==> src/pkg/pcw_pkg.sv <==
// Package: register map, field layout, reset values and timing for the port config bank
package pcw_pkg;
    // ==========================================================
    // Register offsets
    localparam logic [4:0] WPC_ADDR = 5'h12; // wake_power_config
    localparam logic [4:0] AQC_ADDR = 5'h13; // address_quality_config
    localparam logic [15:0] UNMAPPED_DATA = 16'h0000; // Answer to unknown offsets
    // ==========================================================
    // wake_power_config field positions
    localparam int WPC_LOC_FWD_BIT = 14;
    localparam int WPC_REM_REACT_BIT = 11;
    localparam int WPC_LOC_REACT_BIT = 10;
    localparam int WPC_REM_FWD_BIT = 2;
    localparam int WPC_PWD_BIT = 1;
    localparam int WPC_SLEEP_BIT = 0;
    // ==========================================================
    // address_quality_config field positions
    localparam int AQC_PA_MSB = 15;
    localparam int AQC_PA_LSB = 11;
    localparam int AQC_AVG_MSB = 10;
    localparam int AQC_AVG_LSB = 9;
    localparam int AQC_WARN_MSB = 8;
    localparam int AQC_WARN_LSB = 6;
    localparam int AQC_FAIL_MSB = 5;
    localparam int AQC_FAIL_LSB = 3;
    // ==========================================================
    // Reset values
    localparam logic PWD_RST = 1'b0;
    localparam logic SLEEP_EN_RST = 1'b1;
    localparam logic [1:0] AVG_RST = 2'h1;
    localparam logic [2:0] WARN_RST = 3'h1;
    localparam logic [2:0] FAIL_RST = 3'h0;
    localparam logic [2:0] NO_LIMIT = 3'h0; // Class code meaning no limit
    localparam logic [8:0] AVG_BASE_SYMBOLS = 9'h020; // Depth for code 00
    // ==========================================================
    // Timing
    localparam int CLK_MHZ = 40;
    localparam int WAKE_ACT_US = 50; // Wake-detection activation time
    localparam int WAKE_ACT_CYCLES = WAKE_ACT_US * CLK_MHZ;
    // Arming states of the local wake detector
    typedef enum logic [2:0] {
        PCW_OFF = 3'b001,
        PCW_ARMING = 3'b010,
        PCW_ARMED = 3'b100
    } pcw_arm_e;
endpackage : pcw_pkg

==> src/logic/pcw_arm_timer.sv <==
// Activation timer that arms local wake detection after its enable rises
`timescale 1ns/100ps
`default_nettype none
module pcw_arm_timer #(
    parameter int COUNT = 2000
) (
    input wire logic sys_clk,
    input wire logic rst,
    input wire logic enable,
    output logic armed
);
    import pcw_pkg::*;
    localparam int CW = $clog2(COUNT + 1);
    // ==========================================================
    // Elaboration check
    if (COUNT < 4) begin : g_bad_count
        $error("pcw_arm_timer COUNT must be at least 4");
    end
    pcw_arm_e state_q; // Arming state
    logic [CW-1:0] cnt_q; // Cycles spent arming
    // Arming sequence; dropping the enable restarts it
    always_ff @(posedge sys_clk) begin
        if (rst || !enable) begin
            state_q <= PCW_OFF;
            cnt_q <= '0;
        end else begin
            case (state_q)
                PCW_OFF: begin
                    state_q <= PCW_ARMING;
                    cnt_q <= '0;
                end
                PCW_ARMING: begin
                    if (cnt_q == CW'(COUNT - 1)) begin
                        state_q <= PCW_ARMED;
                    end else begin
                        cnt_q <= cnt_q + CW'(1);
                    end
                end
                PCW_ARMED: begin
                    state_q <= PCW_ARMED;
                end
                default: begin
                    state_q <= PCW_OFF;
                end
            endcase
        end
    end
    assign armed = (state_q == PCW_ARMED);
endmodule : pcw_arm_timer
`default_nettype wire

==> src/logic/pcw_config_regs.sv <==
// Wake, power and signal-quality configuration registers of one PHY port
//
// Function
// - Remote wake forwarded only while forwarding enabled
// - Bit 1 enables autonomous power-down, reset 0
// - Bit 0 enables sleep request on low-power signalling
// - Local wake detection arms after activation time
// - Strap-dependent fields reset from strap pins
// - Bits 15:11 read-only five-bit port address
// - Address: top zero, straps, port index
// - Bits 10:9 choose averaging 32 to 256
// - Bits 8:6 warning class, default 001
// - Bits 5:3 fail class, default none
// - Fail codes 010-111 select classes B-G
// - Latch warning when quality below limit, link up
`timescale 1ns/100ps
`default_nettype none
module pcw_config_regs #(
    parameter logic PORT_INDEX = 1'b0, // 0 first_port, 1 second_port
    parameter int WAKE_ACT_COUNT = pcw_pkg::WAKE_ACT_CYCLES
) (
    input wire logic sys_clk,
    input wire logic rst,
    input wire logic [2:0] strap_addr, // Port address straps
    input wire logic [3:0] strap_wake_cfg, // Loc fwd, rem react, loc react, rem fwd
    input wire logic [4:0] reg_addr,
    input wire logic reg_wr,
    input wire logic reg_rd,
    input wire logic [15:0] reg_wdata,
    output logic [15:0] reg_rdata,
    output logic reg_rvalid,
    input wire logic remote_wake_event,
    input wire logic local_wake_event,
    input wire logic low_power_signalling,
    input wire logic normal_mode,
    input wire logic link_up,
    input wire logic [2:0] signal_quality_index,
    input wire logic quality_flag_clear,
    output logic remote_wake_detect,
    output logic remote_wake_forward,
    output logic local_wake_detect,
    output logic local_wake_forward,
    output logic sleep_request,
    output logic autonomous_powerdown,
    output logic [4:0] port_address,
    output logic [8:0] average_symbols,
    output logic [2:0] warning_class,
    output logic [2:0] fail_class,
    output logic quality_warning_flag,
    output logic quality_fail_flag
);
    import pcw_pkg::*;
    // ==========================================================
    // Configuration state
    logic local_wake_forward_en_q;
    logic remote_wake_react_en_q;
    logic local_wake_react_en_q;
    logic remote_wake_forward_en_q;
    logic autonomous_powerdown_en_q;
    logic lowpower_signal_sleep_en_q;
    logic [1:0] quality_average_depth_q;
    logic [2:0] quality_warning_class_q;
    logic [2:0] quality_fail_class_q;
    logic [4:0] port_address_q;
    logic wpc_wr; // Write strobe for wake_power_config
    logic aqc_wr; // Write strobe for address_quality_config
    logic [15:0] wpc_word; // Read image of wake_power_config
    logic [15:0] aqc_word; // Read image of address_quality_config
    logic wake_armed; // Local detection effective
    logic warn_set; // Warning condition this cycle
    logic fail_set; // Fail condition this cycle
    assign wpc_wr = reg_wr && (reg_addr == WPC_ADDR);
    assign aqc_wr = reg_wr && (reg_addr == AQC_ADDR);
    // ==========================================================
    // Wake and power fields; strap values caught while reset is held
    always_ff @(posedge sys_clk) begin
        if (rst) begin
            local_wake_forward_en_q <= strap_wake_cfg[3];
            remote_wake_react_en_q <= strap_wake_cfg[2];
            local_wake_react_en_q <= strap_wake_cfg[1];
            remote_wake_forward_en_q <= strap_wake_cfg[0];
            autonomous_powerdown_en_q <= PWD_RST;
            lowpower_signal_sleep_en_q <= SLEEP_EN_RST;
        end else if (wpc_wr) begin
            local_wake_forward_en_q <= reg_wdata[WPC_LOC_FWD_BIT];
            remote_wake_react_en_q <= reg_wdata[WPC_REM_REACT_BIT];
            local_wake_react_en_q <= reg_wdata[WPC_LOC_REACT_BIT];
            remote_wake_forward_en_q <= reg_wdata[WPC_REM_FWD_BIT];
            autonomous_powerdown_en_q <= reg_wdata[WPC_PWD_BIT];
            lowpower_signal_sleep_en_q <= reg_wdata[WPC_SLEEP_BIT];
        end
    end
    // ==========================================================
    // Quality fields; all class codes are stored as written
    always_ff @(posedge sys_clk) begin
        if (rst) begin
            quality_average_depth_q <= AVG_RST;
            quality_warning_class_q <= WARN_RST;
            quality_fail_class_q <= FAIL_RST;
        end else if (aqc_wr) begin
            quality_average_depth_q <= reg_wdata[AQC_AVG_MSB:AQC_AVG_LSB];
            quality_warning_class_q <= reg_wdata[AQC_WARN_MSB:AQC_WARN_LSB];
            quality_fail_class_q <= reg_wdata[AQC_FAIL_MSB:AQC_FAIL_LSB];
        end
    end
    // Port address fixed at reset; writes never reach it
    always_ff @(posedge sys_clk) begin
        if (rst) begin
            port_address_q <= {1'b0, strap_addr, PORT_INDEX};
        end
    end
    // ==========================================================
    // Read images; unused bits read as zero
    always_comb begin
        wpc_word = 16'h0000;
        wpc_word[WPC_LOC_FWD_BIT] = local_wake_forward_en_q;
        wpc_word[WPC_REM_REACT_BIT] = remote_wake_react_en_q;
        wpc_word[WPC_LOC_REACT_BIT] = local_wake_react_en_q;
        wpc_word[WPC_REM_FWD_BIT] = remote_wake_forward_en_q;
        wpc_word[WPC_PWD_BIT] = autonomous_powerdown_en_q;
        wpc_word[WPC_SLEEP_BIT] = lowpower_signal_sleep_en_q;
        aqc_word = 16'h0000;
        aqc_word[AQC_PA_MSB:AQC_PA_LSB] = port_address_q;
        aqc_word[AQC_AVG_MSB:AQC_AVG_LSB] = quality_average_depth_q;
        aqc_word[AQC_WARN_MSB:AQC_WARN_LSB] = quality_warning_class_q;
        aqc_word[AQC_FAIL_MSB:AQC_FAIL_LSB] = quality_fail_class_q;
    end
    // Read port answers one cycle after the strobe
    always_ff @(posedge sys_clk) begin
        if (rst) begin
            reg_rdata <= 16'h0000;
            reg_rvalid <= 1'b0;
        end else begin
            reg_rvalid <= reg_rd;
            if (reg_rd) begin
                case (reg_addr)
                    WPC_ADDR: reg_rdata <= wpc_word;
                    AQC_ADDR: reg_rdata <= aqc_word;
                    default: reg_rdata <= UNMAPPED_DATA;
                endcase
            end
        end
    end
    // ==========================================================
    // Local wake arming; early wakes are dropped, a known limitation
    pcw_arm_timer #(
        .COUNT(WAKE_ACT_COUNT)
    ) u_arm (
        .sys_clk(sys_clk),
        .rst(rst),
        .enable(local_wake_react_en_q),
        .armed(wake_armed)
    );
    // Wake events gated by their enables; unused features stay quiet
    always_ff @(posedge sys_clk) begin
        if (rst) begin
            remote_wake_detect <= 1'b0;
            remote_wake_forward <= 1'b0;
            local_wake_detect <= 1'b0;
            local_wake_forward <= 1'b0;
        end else begin
            remote_wake_detect <= remote_wake_event && remote_wake_react_en_q;
            remote_wake_forward <= remote_wake_event && remote_wake_forward_en_q;
            local_wake_detect <= local_wake_event && wake_armed;
            local_wake_forward <= local_wake_event && wake_armed
                && local_wake_forward_en_q;
        end
    end
    // Power mode requests and config outputs, all registered
    always_ff @(posedge sys_clk) begin
        if (rst) begin
            sleep_request <= 1'b0;
            autonomous_powerdown <= PWD_RST;
            port_address <= 5'h00;
            average_symbols <= AVG_BASE_SYMBOLS;
            warning_class <= WARN_RST;
            fail_class <= FAIL_RST;
        end else begin
            sleep_request <= low_power_signalling && normal_mode
                && lowpower_signal_sleep_en_q;
            autonomous_powerdown <= autonomous_powerdown_en_q;
            port_address <= port_address_q;
            average_symbols <= AVG_BASE_SYMBOLS << quality_average_depth_q;
            warning_class <= quality_warning_class_q;
            fail_class <= quality_fail_class_q;
        end
    end
    // ==========================================================
    // Quality flags; a set in the clear cycle wins
    assign warn_set = link_up && (quality_warning_class_q != NO_LIMIT)
        && (signal_quality_index < quality_warning_class_q);
    assign fail_set = link_up && (quality_fail_class_q != NO_LIMIT)
        && (signal_quality_index < quality_fail_class_q);
    always_ff @(posedge sys_clk) begin
        if (rst) begin
            quality_warning_flag <= 1'b0;
            quality_fail_flag <= 1'b0;
        end else begin
            if (warn_set) begin
                quality_warning_flag <= 1'b1;
            end else if (quality_flag_clear) begin
                quality_warning_flag <= 1'b0;
            end
            if (fail_set) begin
                quality_fail_flag <= 1'b1;
            end else if (quality_flag_clear) begin
                quality_fail_flag <= 1'b0;
            end
        end
    end
endmodule : pcw_config_regs
`default_nettype wire

==> config.mk <==
export PLATFORM = sky130hd
export DESIGN_NAME = pcw_config_regs
export DESIGN_NICKNAME = d
export VERILOG_FILES = /design/src/pkg/pcw_pkg.sv /design/src/logic/pcw_arm_timer.sv /design/src/logic/pcw_config_regs.sv
export SDC_FILE = /design/constraint.sdc
export NUM_CORES = 1
export LEC_CHECK = 0
export BUFFER_PORTS_ARGS = -buffer_cell sky130_fd_sc_hd__buf_2
export CAP_MARGIN = 20
export CORE_MARGIN = 2
export CORE_UTILIZATION = 39
export DETAILED_ROUTE_END_ITERATION = 12
export GPL_TIMING_DRIVEN = 1
export PLACE_DENSITY = 0.67
export SLEW_MARGIN = 5
export SYNTH_ARGS = -nofsm -noshare
export SYNTH_HDL_FRONTEND = slang
export SYNTH_SLANG_ARGS = --single-unit
==> constraint.sdc <==
create_clock -name sys_clk -period 3.2 [get_ports sys_clk]
set_input_delay 0.48 -clock sys_clk [delete_from_list [all_inputs] [get_ports sys_clk]]
set_output_delay 0.48 -clock sys_clk [all_outputs]
set_load 0.02 [all_outputs]
After elaboration in Yosys (flattened, before gate mapping)
Cells that the tools add are included.
{"block": "word_totals", "reg_bits": 74, "in_bits": 41, "output_inout_bits": 45, "wordCells": 75}
{"block": "op_classes", "addsub": 1, "order_cmp": 2, "eq_ne": 8, "n_shift": 1, "mux": 16, "reduce_logical": 21}
{"cell": "one-hot mux 15 bit (2 select lines)", "count": 1}
{"cell": "one-hot mux 11 bit (2 select lines)", "count": 1}
{"cell": "logical AND 1 bit", "count": 12}
{"cell": "adder 11 x 1 -> 11 bit (second input constant)", "count": 1}
{"cell": "equality test 11 bit (second input constant)", "count": 1}
{"cell": "two-way mux 1 bit", "count": 11}
{"cell": "two-way mux 11 bit", "count": 1}
{"cell": "equality test 5 bit (second input constant)", "count": 2}
{"cell": "one-hot mux 3 bit (3 select lines)", "count": 1}
{"cell": "<< shifter 6 x 2 -> 9 bit (first input constant)", "count": 1}
{"cell": "nonzero test 2 bit", "count": 4}
{"cell": "< comparator 3 bit", "count": 2}
{"cell": "nonzero test 3 bit", "count": 2}
{"cell": "equality test 3 x 1 -> 1 bit (second input constant)", "count": 1}
{"cell": "equality test 3 x 2 -> 1 bit (second input constant)", "count": 1}
{"cell": "equality test 3 bit (second input constant)", "count": 1}
{"cell": "two-way mux 3 bit", "count": 1}
{"cell": "inequality test 2 x 1 -> 1 bit (second input constant)", "count": 1}
{"cell": "inequality test 2 bit (second input constant)", "count": 1}
{"cell": "AND reduction 2 bit", "count": 1}
{"cell": "zero test 1 bit", "count": 1}
{"cell": "logical OR 1 bit", "count": 1}

Depth between registers and ports, before layout
{"block": "logic_depth", "depth_word": 4, "depth_mapped": 6, "ltp_nobuf": 5}

Modules after synthesis
From an unflattened synthesis, not the netlist that was laid out.
{"block": "hier_totals", "hier_cells": 292, "hier_area_um2": 2847.7}
{"module": "pcw_config_regs", "instances": 1, "cells_per_inst": 199, "area_each_um2": 2067.0, "seq_area_each_um2": 1151.1}
{"module": "pcw_arm_timer", "instances": 1, "cells_per_inst": 93, "area_each_um2": 780.7, "seq_area_each_um2": 280.3}

Worst setup path after synthesis
OpenSTA, ideal clock, no wires.
{"block": "synth_timing", "path_kind": "input -> register", "from": "in rst", "to": "reg local_wake_react_en_q (data pin)", "setup_time_ps": 260, "arrival_time_ps": 1314, "required_time_ps": 2940, "slack_ps": 1626, "path_stages": 3, "path_buffers": 2, "path_cell_list": "clkbuf_1 clkbuf_1 mux2_2"}
{"block": "synth_via", "elab_chain_len": 1}
{"element": "start: declaration", "line": "pcw_config_regs.sv:23", "text": "input wire logic rst,"}
{"element": "two-way mux 1 bit", "line": "pcw_config_regs.sv:77", "text": "if (rst) begin"}
{"element": "end signal: assignment", "line": "pcw_config_regs.sv:80", "text": "local_wake_react_en_q <= strap_wake_cfg[1];"}
{"element": "end signal: assignment", "line": "pcw_config_regs.sv:87", "text": "local_wake_react_en_q <= reg_wdata[WPC_LOC_REACT_BIT];"}
{"element": "end: declaration", "line": "pcw_config_regs.sv:57", "text": "logic local_wake_react_en_q;"}
Every way passes these cells.
A chain may end at the register's enable or synchronous reset.

Final worst setup path
{"block": "layout_timing", "from": "reg u_arm.cnt_q[0]", "to": "reg u_arm.cnt_q[7]"}
{"block": "layout_via", "elab_chain_len": 3, "elab_cells_between_ends": 6, "cone_classes": "add/sub (1); eq/ne (2); mux (2); reduce/logical (1)"}
{"element": "start: declaration", "line": "pcw_arm_timer.sv:20", "text": "logic [CW-1:0] cnt_q;"}
{"element": "start signal: assignment", "line": "pcw_arm_timer.sv:36", "text": "cnt_q <= cnt_q + CW'(1);"}
{"element": "adder 11 x 1 -> 11 bit / equality test 11 bit (equally long branches)", "line": "pcw_arm_timer.sv:36, pcw_arm_timer.sv:33"}
{"element": "two-way mux 11 bit / inequality test 2 bit (equally long branches)"}
{"element": "one-hot mux 11 bit (2 select lines) / AND reduction 2 bit (equally long branches)"}
Several ways; a longest one is shown, not always the timed one. The select of a mux whose other input is x is not followed.

==> impl_results.md <==
- Outcome: finished clean
- Max Cap Violations: 0
- Routed WL per cell: roughly 13 um
- DR pass1 iterations: 4
- #FFs+latches synth: 68
- Routed wl met2: between 2000 and 3000 um
- DIE AREA: about 0.0078 mm2
- Critical path arrival: 2060 ps
- Final Cell Area: between 0.003 and 0.004 mm2
- Buffer and inverter count on the worst path: 0
- # resized after CTS: 0
- Initial DRC Count: 126
- Global-route wire length before repair: 9340 um
- CP max FO: 9
- Cts hold-fix bufs: 0
- Place WS: 1240 ps
- Vias in the first global route: around 2,000
- Setup_tns: 0 ps
- Post-place instance area: approximately 0.0032 mm2
- Insertion delay to the later sink of the worst-skew pair: between 300 and 400 ps
- Area Overhead vs Synth: 21.4%
- Layout cells sized above 1: 0.278
- Sequential share of power: 0.511
- Clk sink count: between 60 and 70
- Slew headroom: 0.472
- Largest net degree at the start of global routing: 32
- Post-synth EDFFs: 7
- CP Data Required Time: ~3400 ps
- Reg2reg end: u_arm.cnt_q[7]
- Max incr delay on CP: ~750 ps
- Post-synthesis async set-or-reset flop share: 0
- Crit end category: flop
- RSZ-0062 raised after global routing: false
- ANT nets after route: 0
- Netlist cell types: 48
- Top_reg_cell synth: dfxtp_1
- Leak: around 1.4 nW
- CP Cell Sequence: ha_1, nand3_1, o41ai_2, or3_1, a31oi_1
- Setup WS post-layout: 1340 ps
- Total gr overflow: 0
- DPL Wire Length: roughly 4100 um
- Port Buffers: between 70 and 80
- IR drop worst, VDD: between 0.0002 and 0.00025 V
- Worst reg2reg setup slack: ~1300 ps
- Fmax achieved: between 500 and 600 MHz
- Net Sw Power: between 0.0004 and 0.0005 W
- Worst Hold Path Cells: 1
- Final Max Tran Viols: 0
- Die Y-Extent: 88.4 um
- Number of CTS-inserted buffers: 9
- Clk pwr share: 0.414
- Cells after Synth: 290
- # rows: 30
- TritonCTS clock tree: done
- Total power: roughly 0.0018 W
- Wire length on met3: between 300 and 400 um
- Clock skew: just under 9 ps
- Via/cell ratio: slightly below 5
- Final setup viols: 0
- Mapped Area: between 0.002 and 0.003 mm2
- Root Buffer: clkbuf_8
- Top Metal Used: met4
- Overall global routing resource usage: 0.156
- Number of remaining DRC errors: 0
- Hold Startpoint: strap_addr[0]
- Nets: around 400
- Comb pwr share: 0.075
- Reg2Reg Depth: 5
- GP Congestion: roughly 0.86
- ANT cells: 0
- DR vias: around 2,300
- Worst Hold Class: input pin to flop
- Initial cell density of the core: 0.406
- Worst hold path endpoint: port_address_q[1]
- R2r startpoint: u_arm.cnt_q[0]
- # Post-CTS Setup Buffers: 0
- Post-Route WL: around 6000 um
- Initial antenna violation count: 0
- Htree depth: 3
- Switching share of power: 0.239
- Internal Dissipation: approximately 0.0013 W
- Fin. Hold Viols: 0
- Core ar.: 0.00683 mm2
- Worst setup SP type: flop
- Top Family by Delay on Critical Path: compound AO/OA/AOI/OAI gates
- Sequential area share after synthesis: 0.516
- Worst setup path category: flop to flop
- Max clock buf depth: 2
- Die width: about 90 um
- Mean post-synth cell area: ~9.6 um2
- Slowest-stage cell, CP: o41ai_2
- PD cells: ~520 mW/mm2
- Minimum clock period: around 1900 ps
- Synth warn: 0
- Fin crit share: 0.581
- Clock transition at path regs: 70 ps
- Wire length on met1: 2760 um
- Actual slew at the worst max-slew pin: between 700 and 800 ps
- # IOs: between 80 and 90
-- power groups by stage --
| stage | Combinational, W | Clock, W | Sequential (W) |
|---|---|---|---|
| detailed placement | 0.000133 | 0 | 0.000918 |
| floorplan | 0.0000888 | 0 | 0.000922 |
| CTS | 0.000133 | 0.000751 | 0.000899 |
| global placement | 0.000131 | 0 | 0.000917 |
| global route | 0.000147 | 0.000786 | 0.000901 |
| finish | 0.000132 | 0.000729 | 0.000899 |
-- cells in the final DEF (no fill, tap or decap), drive strengths merged, types with 5 or more instances in the layout --
| cell type | count |
|---|---|
| nor3b | 5 |
| nand2b | 21 |
| nor2b | 8 |
| dfxtp | 61 |
| conb | 8 |
| a21oi | 32 |
| ha | 5 |
| nand2 | 16 |
| o21ai | 9 |
| nand3b | 5 |
| nand3 | 31 |
| edfxtp | 7 |
| buf | 75 |
| nor2 | 7 |
| inv | 9 |
| clkbuf | 11 |
-- final cells by class --
| type | instances | area, um2 |
|---|---|---|
| fillers | 664 | 3460 |
| flip-flops and latches | 68 | 1430 |
| multi-input cells | 198 | 1210 |
| repair buffers | 75 | 378 |
| clock buffers | 11 | 151 |
| well taps | 96 | 120 |
| clock inverters | 5 | 56.3 |
| inverters | 6 | 22.5 |
-- metrics by stage --
step	hold WS (ps)	util	instances
floorplan	443	-	297
global placement	454	0.463	443
detailed placement	458	0.463	443
CTS	299	0.493	459
global route	294	0.493	459
finish	318	0.493	459
-- worst max path at each step --
stage | startpoint | end | depth (start not counted)
after floorplan | rst | local_wake_react_en_q | 3
after global placement | reg_addr[2] | reg_rdata[14] | 5
after detailed placement | reg_addr[2] | reg_rdata[14] | 5
after CTS | u_arm.cnt_q[0] | u_arm.cnt_q[7] | 5
after global routing | u_arm.cnt_q[0] | u_arm.cnt_q[7] | 5
final | u_arm.cnt_q[0] | u_arm.cnt_q[7] | 5
-- metal layers --
layer	global-route usage	vias to the layer above
li1	-	1142
met1	0.210	1047
met2	0.236	64
met3	0.0289	6
met4	0.0882	0
met5	0	-
-- synthesized netlist by cell type, drive strengths merged (5+ instances only) --
cell | n | area (um2)
inv | 6 | 22.5
edfxtp | 7 | 210
nor2 | 7 | 26.3
nor2b | 8 | 50.1
nand2b | 21 | 131
nor3b | 5 | 48.8
buf | 16 | 104
ha | 5 | 62.6
nand3b | 5 | 37.5
nand2 | 16 | 60.1
dfxtp | 61 | 1220
o21ai | 9 | 45.0
a21oi | 32 | 160
nand3 | 31 | 155
clkbuf | 9 | 33.8
-- sequential cells by signal, summed over array words and instances, names as in the netlist, 2 cells and up --
| signal | cells |
|---|---|
| average_symbols | 4 |
| fail_class | 3 |
| port_address | 3 |
| port_address_q | 3 |
| quality_average_depth_q | 2 |
| quality_fail_class_q | 3 |
| quality_warning_class_q | 3 |
| reg_rdata | 15 |
| u_arm.cnt_q | 11 |
| u_arm.state_q | 3 |
| warning_class | 3 |
-- cell families (layout without fill, tap and decap cells) --
logic type / count (synthesis) / count (layout) / share of synthesized area
simple gates: 124 / 124 / 0.265
flops: 68 / 68 / 0.516
compound gates: 55 / 55 / 0.115
buf+inv: 31 / 97 / 0.0577
fa+ha+maj: 5 / 5 / 0.0225
mux: 4 / 4 / 0.0162
xor+xnor: 2 / 2 / 0.00631
other cells: 1 / 8 / 0.00135
No activity file was read; power rests on OpenSTA's default activity.
